## config.mk

```make
export PLATFORM = sky130hd
export DESIGN_NAME = alcpl_core
export DESIGN_NICKNAME = d
export VERILOG_FILES = /design/src/core/alcpl_pkg.sv /design/src/core/alcpl_core.sv
export SDC_FILE = /design/constraint.sdc
export NUM_CORES = 1
export LEC_CHECK = 0
export ABC_AREA = 1
export BUFFER_PORTS_ARGS = -buffer_cell sky130_fd_sc_hd__buf_2
export CAP_MARGIN = 10
export CORE_MARGIN = 5
export CORE_UTILIZATION = 50
export CTS_CLUSTER_DIAMETER = 50
export DETAILED_ROUTE_END_ITERATION = 6
export GPL_ROUTABILITY_DRIVEN = 0
export PLACE_DENSITY_LB_ADDON = 0.05
export RECOVER_POWER = 50
export SLEW_MARGIN = 20
export SYNTH_ARGS = -nofsm -noshare
export SYNTH_HDL_FRONTEND = slang
export SYNTH_SLANG_ARGS = --single-unit
```

## constraint.sdc

```tcl
create_clock -name aclk -period 6.1 [get_ports aclk]
set_input_delay 1.22 -clock aclk [delete_from_list [all_inputs] [get_ports aclk]]
set_output_delay 1.22 -clock aclk [all_outputs]
set_load 0.01 [all_outputs]
```

## src/core/alcpl_pkg.sv

```systemverilog
// Purpose: Shared constants, types and tables for the record-path gain controller
// Assumes: Register word index times four gives the byte address
// Notes:   Timing units are ticks of 1/96000 s, advanced per input sample
package alcpl_pkg;

   // -----------------------------------------------------------------
   // Register indices and reset values
   // -----------------------------------------------------------------
   localparam logic [7:0]  IDX_CFG1 = 8'h20;
   localparam logic [7:0]  IDX_CFG2 = 8'h21;
   localparam logic [7:0]  IDX_CFG3 = 8'h22;
   localparam logic [7:0]  IDX_CFG4 = 8'h23;
   localparam logic [7:0]  IDX_STAT = 8'h24;
   localparam logic [8:0]  CFG1_RST = 9'h038;
   localparam logic [8:0]  CFG2_RST = 9'h00b;
   localparam logic [8:0]  CFG3_RST = 9'h032;
   localparam logic [13:0] CFG4_RST = 14'h1000;

   // -----------------------------------------------------------------
   // Field positions
   // -----------------------------------------------------------------
   localparam int EN_BIT     = 8;
   localparam int MAX_LSB    = 3;
   localparam int MIN_LSB    = 0;
   localparam int ZC_BIT     = 8;
   localparam int HOLD_LSB   = 4;
   localparam int LVL_LSB    = 0;
   localparam int MODE_BIT   = 8;
   localparam int DCY_LSB    = 4;
   localparam int ATK_LSB    = 0;
   localparam int SR_LSB     = 0;
   localparam int STATIC_LSB = 8;

   // -----------------------------------------------------------------
   // Timing
   // -----------------------------------------------------------------
   localparam int TICKS_PER_S   = 96000;
   localparam int HOLD_BASE_NS  = 2670000;
   localparam int ATK_STEP_NS   = 104000;
   localparam int DCY_STEP_NS   = 410000;
   localparam logic [23:0] HOLD_TICKS =
      24'((HOLD_BASE_NS * (TICKS_PER_S / 1000) + 999999) / 1000000);
   localparam logic [23:0] ATK_TICKS =
      24'((ATK_STEP_NS * (TICKS_PER_S / 1000) + 999999) / 1000000);
   localparam logic [23:0] DCY_TICKS =
      24'((DCY_STEP_NS * (TICKS_PER_S / 1000) + 999999) / 1000000);
   localparam logic [3:0]  MAX_RATE_CODE = 4'ha;
   localparam int          LIM_SHIFT     = 2;
   localparam logic [23:0] ACC_MAX       = 24'hffffff;
   localparam logic [1:0]  RESP_OKAY     = 2'h0;
   localparam logic [1:0]  RESP_SLVERR   = 2'h2;

   // -----------------------------------------------------------------
   // Types
   // -----------------------------------------------------------------
   typedef enum logic [1:0] {
      ST_IDLE   = 2'h0,
      ST_ATTACK = 2'h1,
      ST_HOLD   = 2'h3,
      ST_DECAY  = 2'h2
   } alcpl_state_e_t;

   typedef struct packed {
      logic        valid;
      logic [15:0] data;
   } alcpl_sample_t;

   typedef struct packed {
      logic [8:0]     cfg1;
      logic [8:0]     cfg2;
      logic [8:0]     cfg3;
      logic [13:0]    cfg4;
      alcpl_state_e_t state;
      logic [5:0]     gain;
      logic [23:0]    acc;
      logic [23:0]    hold_acc;
      logic           pend_up;
      logic           pend_dn;
      logic           last_sign;
      logic           awready;
      logic           wready;
      logic           arready;
      logic           aw_held;
      logic           w_held;
      logic [7:0]     aw_idx;
      logic [15:0]    w_data;
      logic [1:0]     w_strb;
      logic           bvalid;
      logic [1:0]     bresp;
      logic           rvalid;
      logic [31:0]    rdata;
      logic [1:0]     rresp;
   } alcpl_regs_t;

   // -----------------------------------------------------------------
   // Tables
   // -----------------------------------------------------------------
   function automatic logic [3:0] sr_weight(input logic [2:0] code);
      unique case (code)
         3'h0:    sr_weight = 4'h2;
         3'h1:    sr_weight = 4'h3;
         3'h2:    sr_weight = 4'h4;
         3'h3:    sr_weight = 4'h6;
         3'h4:    sr_weight = 4'h8;
         3'h5:    sr_weight = 4'hc;
         default: sr_weight = 4'h2;
      endcase
   endfunction : sr_weight

   function automatic logic [15:0] level_thr(input logic [3:0] code);
      unique case (code)
         4'h0: level_thr = 16'h04d0;
         4'h1: level_thr = 16'h05b8;
         4'h2: level_thr = 16'h06cc;
         4'h3: level_thr = 16'h0814;
         4'h4: level_thr = 16'h0999;
         4'h5: level_thr = 16'h0b68;
         4'h6: level_thr = 16'h0d8f;
         4'h7: level_thr = 16'h101d;
         4'h8: level_thr = 16'h1326;
         4'h9: level_thr = 16'h16c3;
         4'ha: level_thr = 16'h1b0d;
         4'hb: level_thr = 16'h2027;
         4'hc: level_thr = 16'h2636;
         4'hd: level_thr = 16'h2d6b;
         4'he: level_thr = 16'h35fa;
         4'hf: level_thr = 16'h4027;
      endcase
   endfunction : level_thr

endpackage : alcpl_pkg

```

## src/core/alcpl_core.sv

```systemverilog
// Purpose: Record-path automatic gain control and peak limiter with AXI4-Lite registers
// Assumes: Samples arrive on aclk as one-cycle valid pulses
// Notes:   Gain code is 0.75 dB per step, code 0 is -12 dB
`timescale 1ns/1ps

// Function
// RQ1: Limiter mode ramps gain down when sample peaks exceed the threshold.
// RQ2: Limiter mode restores gain slowly, never above the static gain.
// RQ3: Level mode keeps the ADC level constant by adjusting gain both ways.
// RQ4: Gain control runs only while enable bit 8 is set; off at reset.
// RQ5: Controlled gain stays between programmed ceiling and floor.
// RQ6: Ceiling field bits 5:3, 6 dB steps, -6.75 to +35.25 dB, reset 111.
// RQ7: Floor field bits 2:0, 6 dB steps, -12 to +30 dB, reset 000.
// RQ8: Hold field bits 7:4 delays ramp-up; 0 none, then doubling from 2.67 ms.
// RQ9: Limiter mode ignores the hold delay.
// RQ10: Hold only delays increases; reduction starts immediately above target.
// RQ11: Target field bits 3:0 sets level, -28.5 to -6 dBFS, reset 1011.
// RQ12: Level-mode ramp-up interval doubles per code, 3.3 ms to 3.36 s per 6 dB.
// RQ13: Level-mode ramp-down interval doubles per code, 832 us to 852 ms per 6 dB.
// RQ14: Limiter mode steps about four times faster for the same codes.
// RQ15: Software sets the sample-rate code to match the real rate.
// RQ16: With bit 8 of the second register, gain changes only at zero crossings.
// RQ17: Each change is one step, spaced by the selected attack or decay interval.
module alcpl_core #(
   parameter int AXI_ADDR_W = 12
) (
   input  wire logic                   aclk,
   input  wire logic                   aresetn,
   input  wire logic [AXI_ADDR_W-1:0]  awaddr,
   input  wire logic                   awvalid,
   output logic                        awready,
   input  wire logic [31:0]            wdata,
   input  wire logic [3:0]             wstrb,
   input  wire logic                   wvalid,
   output logic                        wready,
   output logic [1:0]                  bresp,
   output logic                        bvalid,
   input  wire logic                   bready,
   input  wire logic [AXI_ADDR_W-1:0]  araddr,
   input  wire logic                   arvalid,
   output logic                        arready,
   output logic [31:0]                 rdata,
   output logic [1:0]                  rresp,
   output logic                        rvalid,
   input  wire logic                   rready,
   input  wire alcpl_pkg::alcpl_sample_t smp,
   output logic [5:0]                  gain_code
);

   if (AXI_ADDR_W < 10) begin : g_chk
      $error("AXI_ADDR_W must be at least 10");
   end

   alcpl_pkg::alcpl_regs_t st;
   alcpl_pkg::alcpl_regs_t next_st;

   // -----------------------------------------------------------------
   // Decoded controls
   // -----------------------------------------------------------------
   logic        gain_ctrl_enable;
   logic        limiter_mode_select;
   logic        zero_cross_update;
   logic [5:0]  gain_ceiling;
   logic [5:0]  gain_floor;
   logic [5:0]  static_gain;
   logic [5:0]  gain_top;
   logic [3:0]  hold_time;
   logic [3:0]  ramp_up_rate;
   logic [3:0]  ramp_down_rate;
   logic [23:0] hold_len;
   logic [23:0] atk_len;
   logic [23:0] dcy_len;
   logic [15:0] abs_val;
   logic [15:0] thr;
   logic        above;
   logic        zc;
   logic [23:0] weight;
   logic [23:0] acc_inc;
   logic [23:0] hold_inc;

   assign gain_ctrl_enable    = st.cfg1[alcpl_pkg::EN_BIT];                   // RQ4
   assign gain_ceiling        = {st.cfg1[alcpl_pkg::MAX_LSB +: 3], 3'h7};      // RQ6
   assign gain_floor          = {st.cfg1[alcpl_pkg::MIN_LSB +: 3], 3'h0};      // RQ7
   assign zero_cross_update   = st.cfg2[alcpl_pkg::ZC_BIT];
   assign hold_time           = st.cfg2[alcpl_pkg::HOLD_LSB +: 4];
   assign limiter_mode_select = st.cfg3[alcpl_pkg::MODE_BIT];
   assign static_gain         = st.cfg4[alcpl_pkg::STATIC_LSB +: 6];
   assign gain_top = (limiter_mode_select && static_gain < gain_ceiling) ?
                     static_gain : gain_ceiling;                              // RQ2
   assign ramp_up_rate   = (st.cfg3[alcpl_pkg::DCY_LSB +: 4] > alcpl_pkg::MAX_RATE_CODE) ?
                           alcpl_pkg::MAX_RATE_CODE : st.cfg3[alcpl_pkg::DCY_LSB +: 4];
   assign ramp_down_rate = (st.cfg3[alcpl_pkg::ATK_LSB +: 4] > alcpl_pkg::MAX_RATE_CODE) ?
                           alcpl_pkg::MAX_RATE_CODE : st.cfg3[alcpl_pkg::ATK_LSB +: 4];
   assign hold_len = (hold_time == 4'h0) ? 24'h0 :
                     (alcpl_pkg::HOLD_TICKS << (hold_time - 4'h1));           // RQ8
   assign dcy_len  = (alcpl_pkg::DCY_TICKS << ramp_up_rate) >>
                     (limiter_mode_select ? alcpl_pkg::LIM_SHIFT : 0);        // RQ12
   assign atk_len  = (alcpl_pkg::ATK_TICKS << ramp_down_rate) >>
                     (limiter_mode_select ? alcpl_pkg::LIM_SHIFT : 0);        // RQ14

   // -----------------------------------------------------------------
   // Peak detection and sample-rate scaled time base
   // -----------------------------------------------------------------
   assign abs_val  = smp.data[15] ? (~smp.data + 16'h1) : smp.data;
   assign thr      = alcpl_pkg::level_thr(st.cfg2[alcpl_pkg::LVL_LSB +: 4]);  // RQ11
   assign above    = smp.valid && (abs_val > thr);                            // RQ1
   assign zc       = smp.valid && ((smp.data[15] != st.last_sign) || (smp.data == 16'h0));
   assign weight   = {20'h0, alcpl_pkg::sr_weight(st.cfg4[alcpl_pkg::SR_LSB +: 3])}; // RQ15
   assign acc_inc  = (st.acc > alcpl_pkg::ACC_MAX - weight) ? alcpl_pkg::ACC_MAX :
                     st.acc + weight;
   assign hold_inc = (st.hold_acc > alcpl_pkg::ACC_MAX - weight) ? alcpl_pkg::ACC_MAX :
                     st.hold_acc + weight;

   // -----------------------------------------------------------------
   // Next state
   // -----------------------------------------------------------------
   always_comb begin
      logic        aw_now;
      logic        w_now;
      logic [7:0]  widx;
      logic [15:0] wd;
      logic [1:0]  ws;
      logic [15:0] merged;
      logic        step_go;
      next_st = st;
      aw_now  = st.aw_held || (awvalid && st.awready);
      w_now   = st.w_held || (wvalid && st.wready);
      widx    = st.aw_held ? st.aw_idx : awaddr[9:2];
      wd      = st.w_held ? st.w_data : wdata[15:0];
      ws      = st.w_held ? st.w_strb : wstrb[1:0];
      merged  = 16'h0;
      step_go = 1'b0;

      // Write channel
      if (awvalid && st.awready) begin
         next_st.awready = 1'b0;
         next_st.aw_held = 1'b1;
         next_st.aw_idx  = awaddr[9:2];
      end
      if (wvalid && st.wready) begin
         next_st.wready = 1'b0;
         next_st.w_held = 1'b1;
         next_st.w_data = wdata[15:0];
         next_st.w_strb = wstrb[1:0];
      end
      if (aw_now && w_now && !st.bvalid) begin
         next_st.aw_held = 1'b0;
         next_st.w_held  = 1'b0;
         next_st.awready = 1'b0;
         next_st.wready  = 1'b0;
         next_st.bvalid  = 1'b1;
         next_st.bresp   = alcpl_pkg::RESP_OKAY;
         unique case (widx)
            alcpl_pkg::IDX_CFG1: merged = {7'h0, st.cfg1};
            alcpl_pkg::IDX_CFG2: merged = {7'h0, st.cfg2};
            alcpl_pkg::IDX_CFG3: merged = {7'h0, st.cfg3};
            alcpl_pkg::IDX_CFG4: merged = {2'h0, st.cfg4};
            default:             merged = 16'h0;
         endcase
         if (ws[0]) begin
            merged[7:0] = wd[7:0];
         end
         if (ws[1]) begin
            merged[15:8] = wd[15:8];
         end
         unique case (widx)
            alcpl_pkg::IDX_CFG1: next_st.cfg1 = merged[8:0];
            alcpl_pkg::IDX_CFG2: next_st.cfg2 = merged[8:0];
            alcpl_pkg::IDX_CFG3: next_st.cfg3 = merged[8:0];
            alcpl_pkg::IDX_CFG4: next_st.cfg4 = {merged[13:8], 5'h0, merged[2:0]};
            default:             next_st.bresp = alcpl_pkg::RESP_SLVERR;
         endcase
      end
      if (st.bvalid && bready) begin
         next_st.bvalid  = 1'b0;
         next_st.awready = 1'b1;
         next_st.wready  = 1'b1;
      end

      // Read channel
      if (arvalid && st.arready) begin
         next_st.arready = 1'b0;
         next_st.rvalid  = 1'b1;
         next_st.rresp   = alcpl_pkg::RESP_OKAY;
         unique case (araddr[9:2])
            alcpl_pkg::IDX_CFG1: next_st.rdata = {23'h0, st.cfg1};
            alcpl_pkg::IDX_CFG2: next_st.rdata = {23'h0, st.cfg2};
            alcpl_pkg::IDX_CFG3: next_st.rdata = {23'h0, st.cfg3};
            alcpl_pkg::IDX_CFG4: next_st.rdata = {18'h0, st.cfg4};
            alcpl_pkg::IDX_STAT: next_st.rdata = {22'h0, st.state, 2'h0, st.gain};
            default: begin
               next_st.rdata = 32'h0;
               next_st.rresp = alcpl_pkg::RESP_SLVERR;
            end
         endcase
      end
      if (st.rvalid && rready) begin
         next_st.rvalid  = 1'b0;
         next_st.arready = 1'b1;
      end

      // Gain control
      if (smp.valid) begin
         next_st.last_sign = smp.data[15];
      end
      if (!gain_ctrl_enable) begin                                            // RQ4
         next_st.state    = alcpl_pkg::ST_IDLE;
         next_st.gain     = static_gain;
         next_st.acc      = 24'h0;
         next_st.hold_acc = 24'h0;
         next_st.pend_up  = 1'b0;
         next_st.pend_dn  = 1'b0;
      end else begin
         if (smp.valid) begin
            next_st.acc      = acc_inc;
            next_st.hold_acc = hold_inc;
         end
         step_go = (st.pend_up || st.pend_dn) && (!zero_cross_update || zc);  // RQ16
         if (st.gain > gain_ceiling) begin                                    // RQ5
            next_st.gain = gain_ceiling;
         end else if (st.gain < gain_floor) begin
            next_st.gain = gain_floor;
         end else if (step_go) begin
            next_st.pend_up = 1'b0;
            next_st.pend_dn = 1'b0;
            if (st.pend_dn && st.gain > gain_floor) begin                     // RQ1
               next_st.gain = st.gain - 6'h1;
            end else if (st.pend_up && st.gain < gain_top) begin              // RQ3
               next_st.gain = st.gain + 6'h1;
            end
         end
         unique case (st.state)
            alcpl_pkg::ST_IDLE: begin
               next_st.state = alcpl_pkg::ST_HOLD;
               next_st.acc   = 24'h0;
            end
            alcpl_pkg::ST_ATTACK: begin
               if (st.acc >= atk_len) begin                                   // RQ13
                  next_st.pend_dn = 1'b1;
                  next_st.pend_up = 1'b0;
                  next_st.acc     = 24'h0;
               end
               if (smp.valid && !above) begin
                  next_st.state    = alcpl_pkg::ST_HOLD;
                  next_st.hold_acc = 24'h0;
                  next_st.acc      = 24'h0;
               end
            end
            alcpl_pkg::ST_HOLD: begin
               if (limiter_mode_select || st.hold_acc >= hold_len) begin      // RQ9
                  next_st.state = alcpl_pkg::ST_DECAY;
                  next_st.acc   = 24'h0;
               end
            end
            alcpl_pkg::ST_DECAY: begin
               if (st.acc >= dcy_len) begin                                   // RQ17
                  next_st.pend_up = 1'b1;
                  next_st.pend_dn = 1'b0;
                  next_st.acc     = 24'h0;
               end
            end
         endcase
         if (above) begin                                                     // RQ10
            next_st.state    = alcpl_pkg::ST_ATTACK;
            next_st.hold_acc = 24'h0;
            next_st.pend_up  = 1'b0;
            if (st.state != alcpl_pkg::ST_ATTACK) begin
               next_st.acc = 24'h0;
            end
         end
      end
   end

   always_ff @(posedge aclk) begin
      if (!aresetn) begin
         st         <= '0;
         st.cfg1    <= alcpl_pkg::CFG1_RST;
         st.cfg2    <= alcpl_pkg::CFG2_RST;
         st.cfg3    <= alcpl_pkg::CFG3_RST;
         st.cfg4    <= alcpl_pkg::CFG4_RST;
         st.state   <= alcpl_pkg::ST_IDLE;
         st.awready <= 1'b1;
         st.wready  <= 1'b1;
         st.arready <= 1'b1;
      end else begin
         st <= next_st;
      end
   end

   assign awready   = st.awready;
   assign wready    = st.wready;
   assign bvalid    = st.bvalid;
   assign bresp     = st.bresp;
   assign arready   = st.arready;
   assign rvalid    = st.rvalid;
   assign rdata     = st.rdata;
   assign rresp     = st.rresp;
   assign gain_code = st.gain;

   // -----------------------------------------------------------------
   // Checks
   // -----------------------------------------------------------------
   logic in_range;
   assign in_range = (st.gain >= gain_floor) && (st.gain <= gain_ceiling);
endmodule : alcpl_core

```

==> metrics.cfg <==
[clock_tree]
ctsHoldBuffers = 0
numCtsBuffers = 17
clock-sinks = 157
insertion_delay_ps = 450
post_cts_resized = 0
post-cts-setup-buffers = 0
clk_pin_slew_worst_paths_ps = 80
clock-root-buffer = clkbuf_16
cts_tree = done
clk_path_buf_depth = 2
htreeDepth = 4

[route]
drtAntennaViolNets = 0
drc = 0
dr.pass1.iters = 5
dr_wl_met3_mm = 1.67
vias_per_cell = 5.23
top_layer_used = met5
drt_iter0_markers = 799
wl_met2_mm = 15.8
drt_wl_total_mm = 33.4
wire_per_inst_microns = 14.6
vias = 11900
met1_length_mm = 15.2

[global_route]
antenna_found_initial = 1
grt_max_degree = 50
first_global_vias = 11000
grt_overflow_total = 0
grt_first_pass_wirelength_mm = 54.8
grt.total_usage = 0.237

[cells_and_area]
fin_nets = 2153
syn_to_final_growth_pct = 8.15
diodes = 0
design_area_sq_um = 13200
fillCellCount = 2526
layout-drive-gt1-share = 0.0663

[logic_synthesis]
synth_edf_count = 0
ys.warnings.count = 0
synth.area.top_cells = dfxtp_1 26%, nand2_1 13%, ha_1 12%
synth_cell_types = 56
synth_top_family_by_area = simple AND/OR/NAND/NOR gates
netlist_area_sq_um = 12200
yosys-top-cells-count = 438 x nand2_1, 235 x inv_1, 231 x nor2_1
synth_xor_area_frac = 0.0158
synth_top_cell_by_area = dfxtp_1
yosysMostFrequentCell = nand2_1
synthArstFlopShare = 0
synth-simple-area-share = 0.305
yosysSeqAreaShare = 0.258
synth_fa_ha_area_frac = 0.126
synth_top_area_share = 0.258
synth_seq_cells = 157
synth_compound_area_frac = 0.174
ys.flop_type = dfxtp_1
synthMuxAreaShare = 0
netlist_instances = 1901
avgSynthCellArea_sq_um = 6.42

[power]
finalPower_uw = 2510
power_density_nw_per_um2 = 190
p_leak_uw = 0.00612
vdd_drop_max_uv = 158

[setup_path]
worstPathMaxFanout = 18
crit_path_start_kind = input port
cpLargestDelayFamily = simple AND/OR/NAND/NOR gates
path_buf_inv = 4
critical_path_arrival_ps = 5260
crit_path_max_incr_delay_ps = 690
worstPathCellList = buf_2 -> nand2_1 -> inv_1 -> nor2_1 -> inv_1 -> nand2_1 -> nor2_1 -> clkinvlp_2 -> a21oi_1 -> nand2_2 -> ha_1 -> nand3_1 -> nand2_1 -> nand2_1 -> nand2_1
endpoint_kind = flip-flop
crit_top_cell = nand2_1
cp.required_ps = 6440
path_class = input port to flip-flop
slowest_stage = clkinvlp_2

[timing]
rsz0062_at_grt = false
min_period_ps = 4920
fin_setup_tns_ps = 0
skew_ps = 24.1
relSlewSlack = -0.456
finalMaxSlewViolations = 90
max_freq_mhz = 203
timing.final.crit_share = 0.806
finalSetupViolations = 0
fin_ws_ps = 1180
hold_viol_final = 0
worst-slew-pin-transition_ps = 2180

[floorplanning]
chipHeight_microns = 166
num_rows = 57
start_util = 0.504
ios = 131
die_width_microns = 166
core_sq_um = 24200
die-area_sq_um = 27600

[outcome]
violations = capacitance limit, slew limit
outcome = complete, but fails checks

[placement]
hpwl_mm = 26.0
pre_cts_ws_ps = 1350
dpl-instance-area_sq_um = 12600
portBuffers = 82

[worst_hold_path]
worstHoldPathType = flip-flop to flip-flop

[run]
max_cap_viol_count = 2

-- layout by cell type (no fill, tap or decap), types with 11 or more instances in the layout --
cell       synthesis  layout
a21oi_1          146     146
buf_2              8      54
clkbuf_1          27      30
clkbuf_16          0      17
conb_1             2      31
dfxtp_1          157     157
ha_1             118     118
inv_1            235     237
nand2_1          438     440
nand3_1           93      93
nand4_1           34      34
nor2_1           231     232
nor3_1            30      31
o211ai_1          13      13
o21a_1            11      11
o21ai_0          164     164
xnor2_1           11      11
xor2_1            11      11
-- routing by layer --
metal,GRT usage,vias to the layer above
li1,-,6273
met1,0.319,5334
met2,0.398,281
met3,0.0395,52
met4,0.0577,2
met5,0,-
-- sequential cells by signal, summed over array words and instances, names as in the netlist --
signal               flops
wready                   1
rresp                    1
gain_floor               3
gain_ceiling             3
thr                     15
awready                  1
rvalid                   1
st                     103
arready                  1
rdata                   14
bvalid                   1
gain_ctrl_enable         1
gain_code                6
bresp                    1
hold_time                4
limiter_mode_select      1
-- through the flow --
stage / hold slack [ps] / cells / util
floorplan: 444 / 1930 / -
global route: 496 / 2285 / 0.546
global placement: 457 / 2253 / 0.522
detailed placement: 457 / 2253 / 0.522
CTS: 469 / 2285 / 0.548
finish: 468 / 2285 / 0.546
-- path summary, 6_finish.rpt --
path / from / end / slack, ps / cells after the start
max: wvalid / thr[6] / 1180 / 15
min: rdata[7] / rdata[7] / 470 / 2
max reg2reg: wready / thr[6] / 1670 / 14
min reg2reg: rdata[7] / rdata[7] / 470 / 2
-- tightest hold or removal path, cell delays in order (launching register included) --
cell,delay (ps)
dfxtp_1,310
nand2_1,60
a21oi_1,50
-- layout make-up --
cell class / count / area [sq um] / area share
repair buffers: 87 / 405 / 0.0307
clock inverters: 15 / 215 / 0.0163
multi-input cells: 1437 / 7660 / 0.581
well taps: 324 / 405 / 0.0307
clock buffers: 17 / 425 / 0.0323
inverters: 248 / 932 / 0.0707
flip-flops and latches: 157 / 3140 / 0.238
-- report_power, final --
| part | internal, uW | switching (uW) |
|---|---|---|
| clock | 601 | 544 |
| sequential | 1050 | 27.0 |
| combinational | 92.3 | 191 |
-- cell families after synthesis --
group | after synthesis
flip-flops | 157
AND/OR/NAND/NOR | 877
XOR/XNOR | 22
buffers and inverters | 336
AO/OA/AOI/OAI | 386
other | 2
adder cells (fa/ha/maj) | 121
Note: power is estimated with default switching activity, not from simulation.
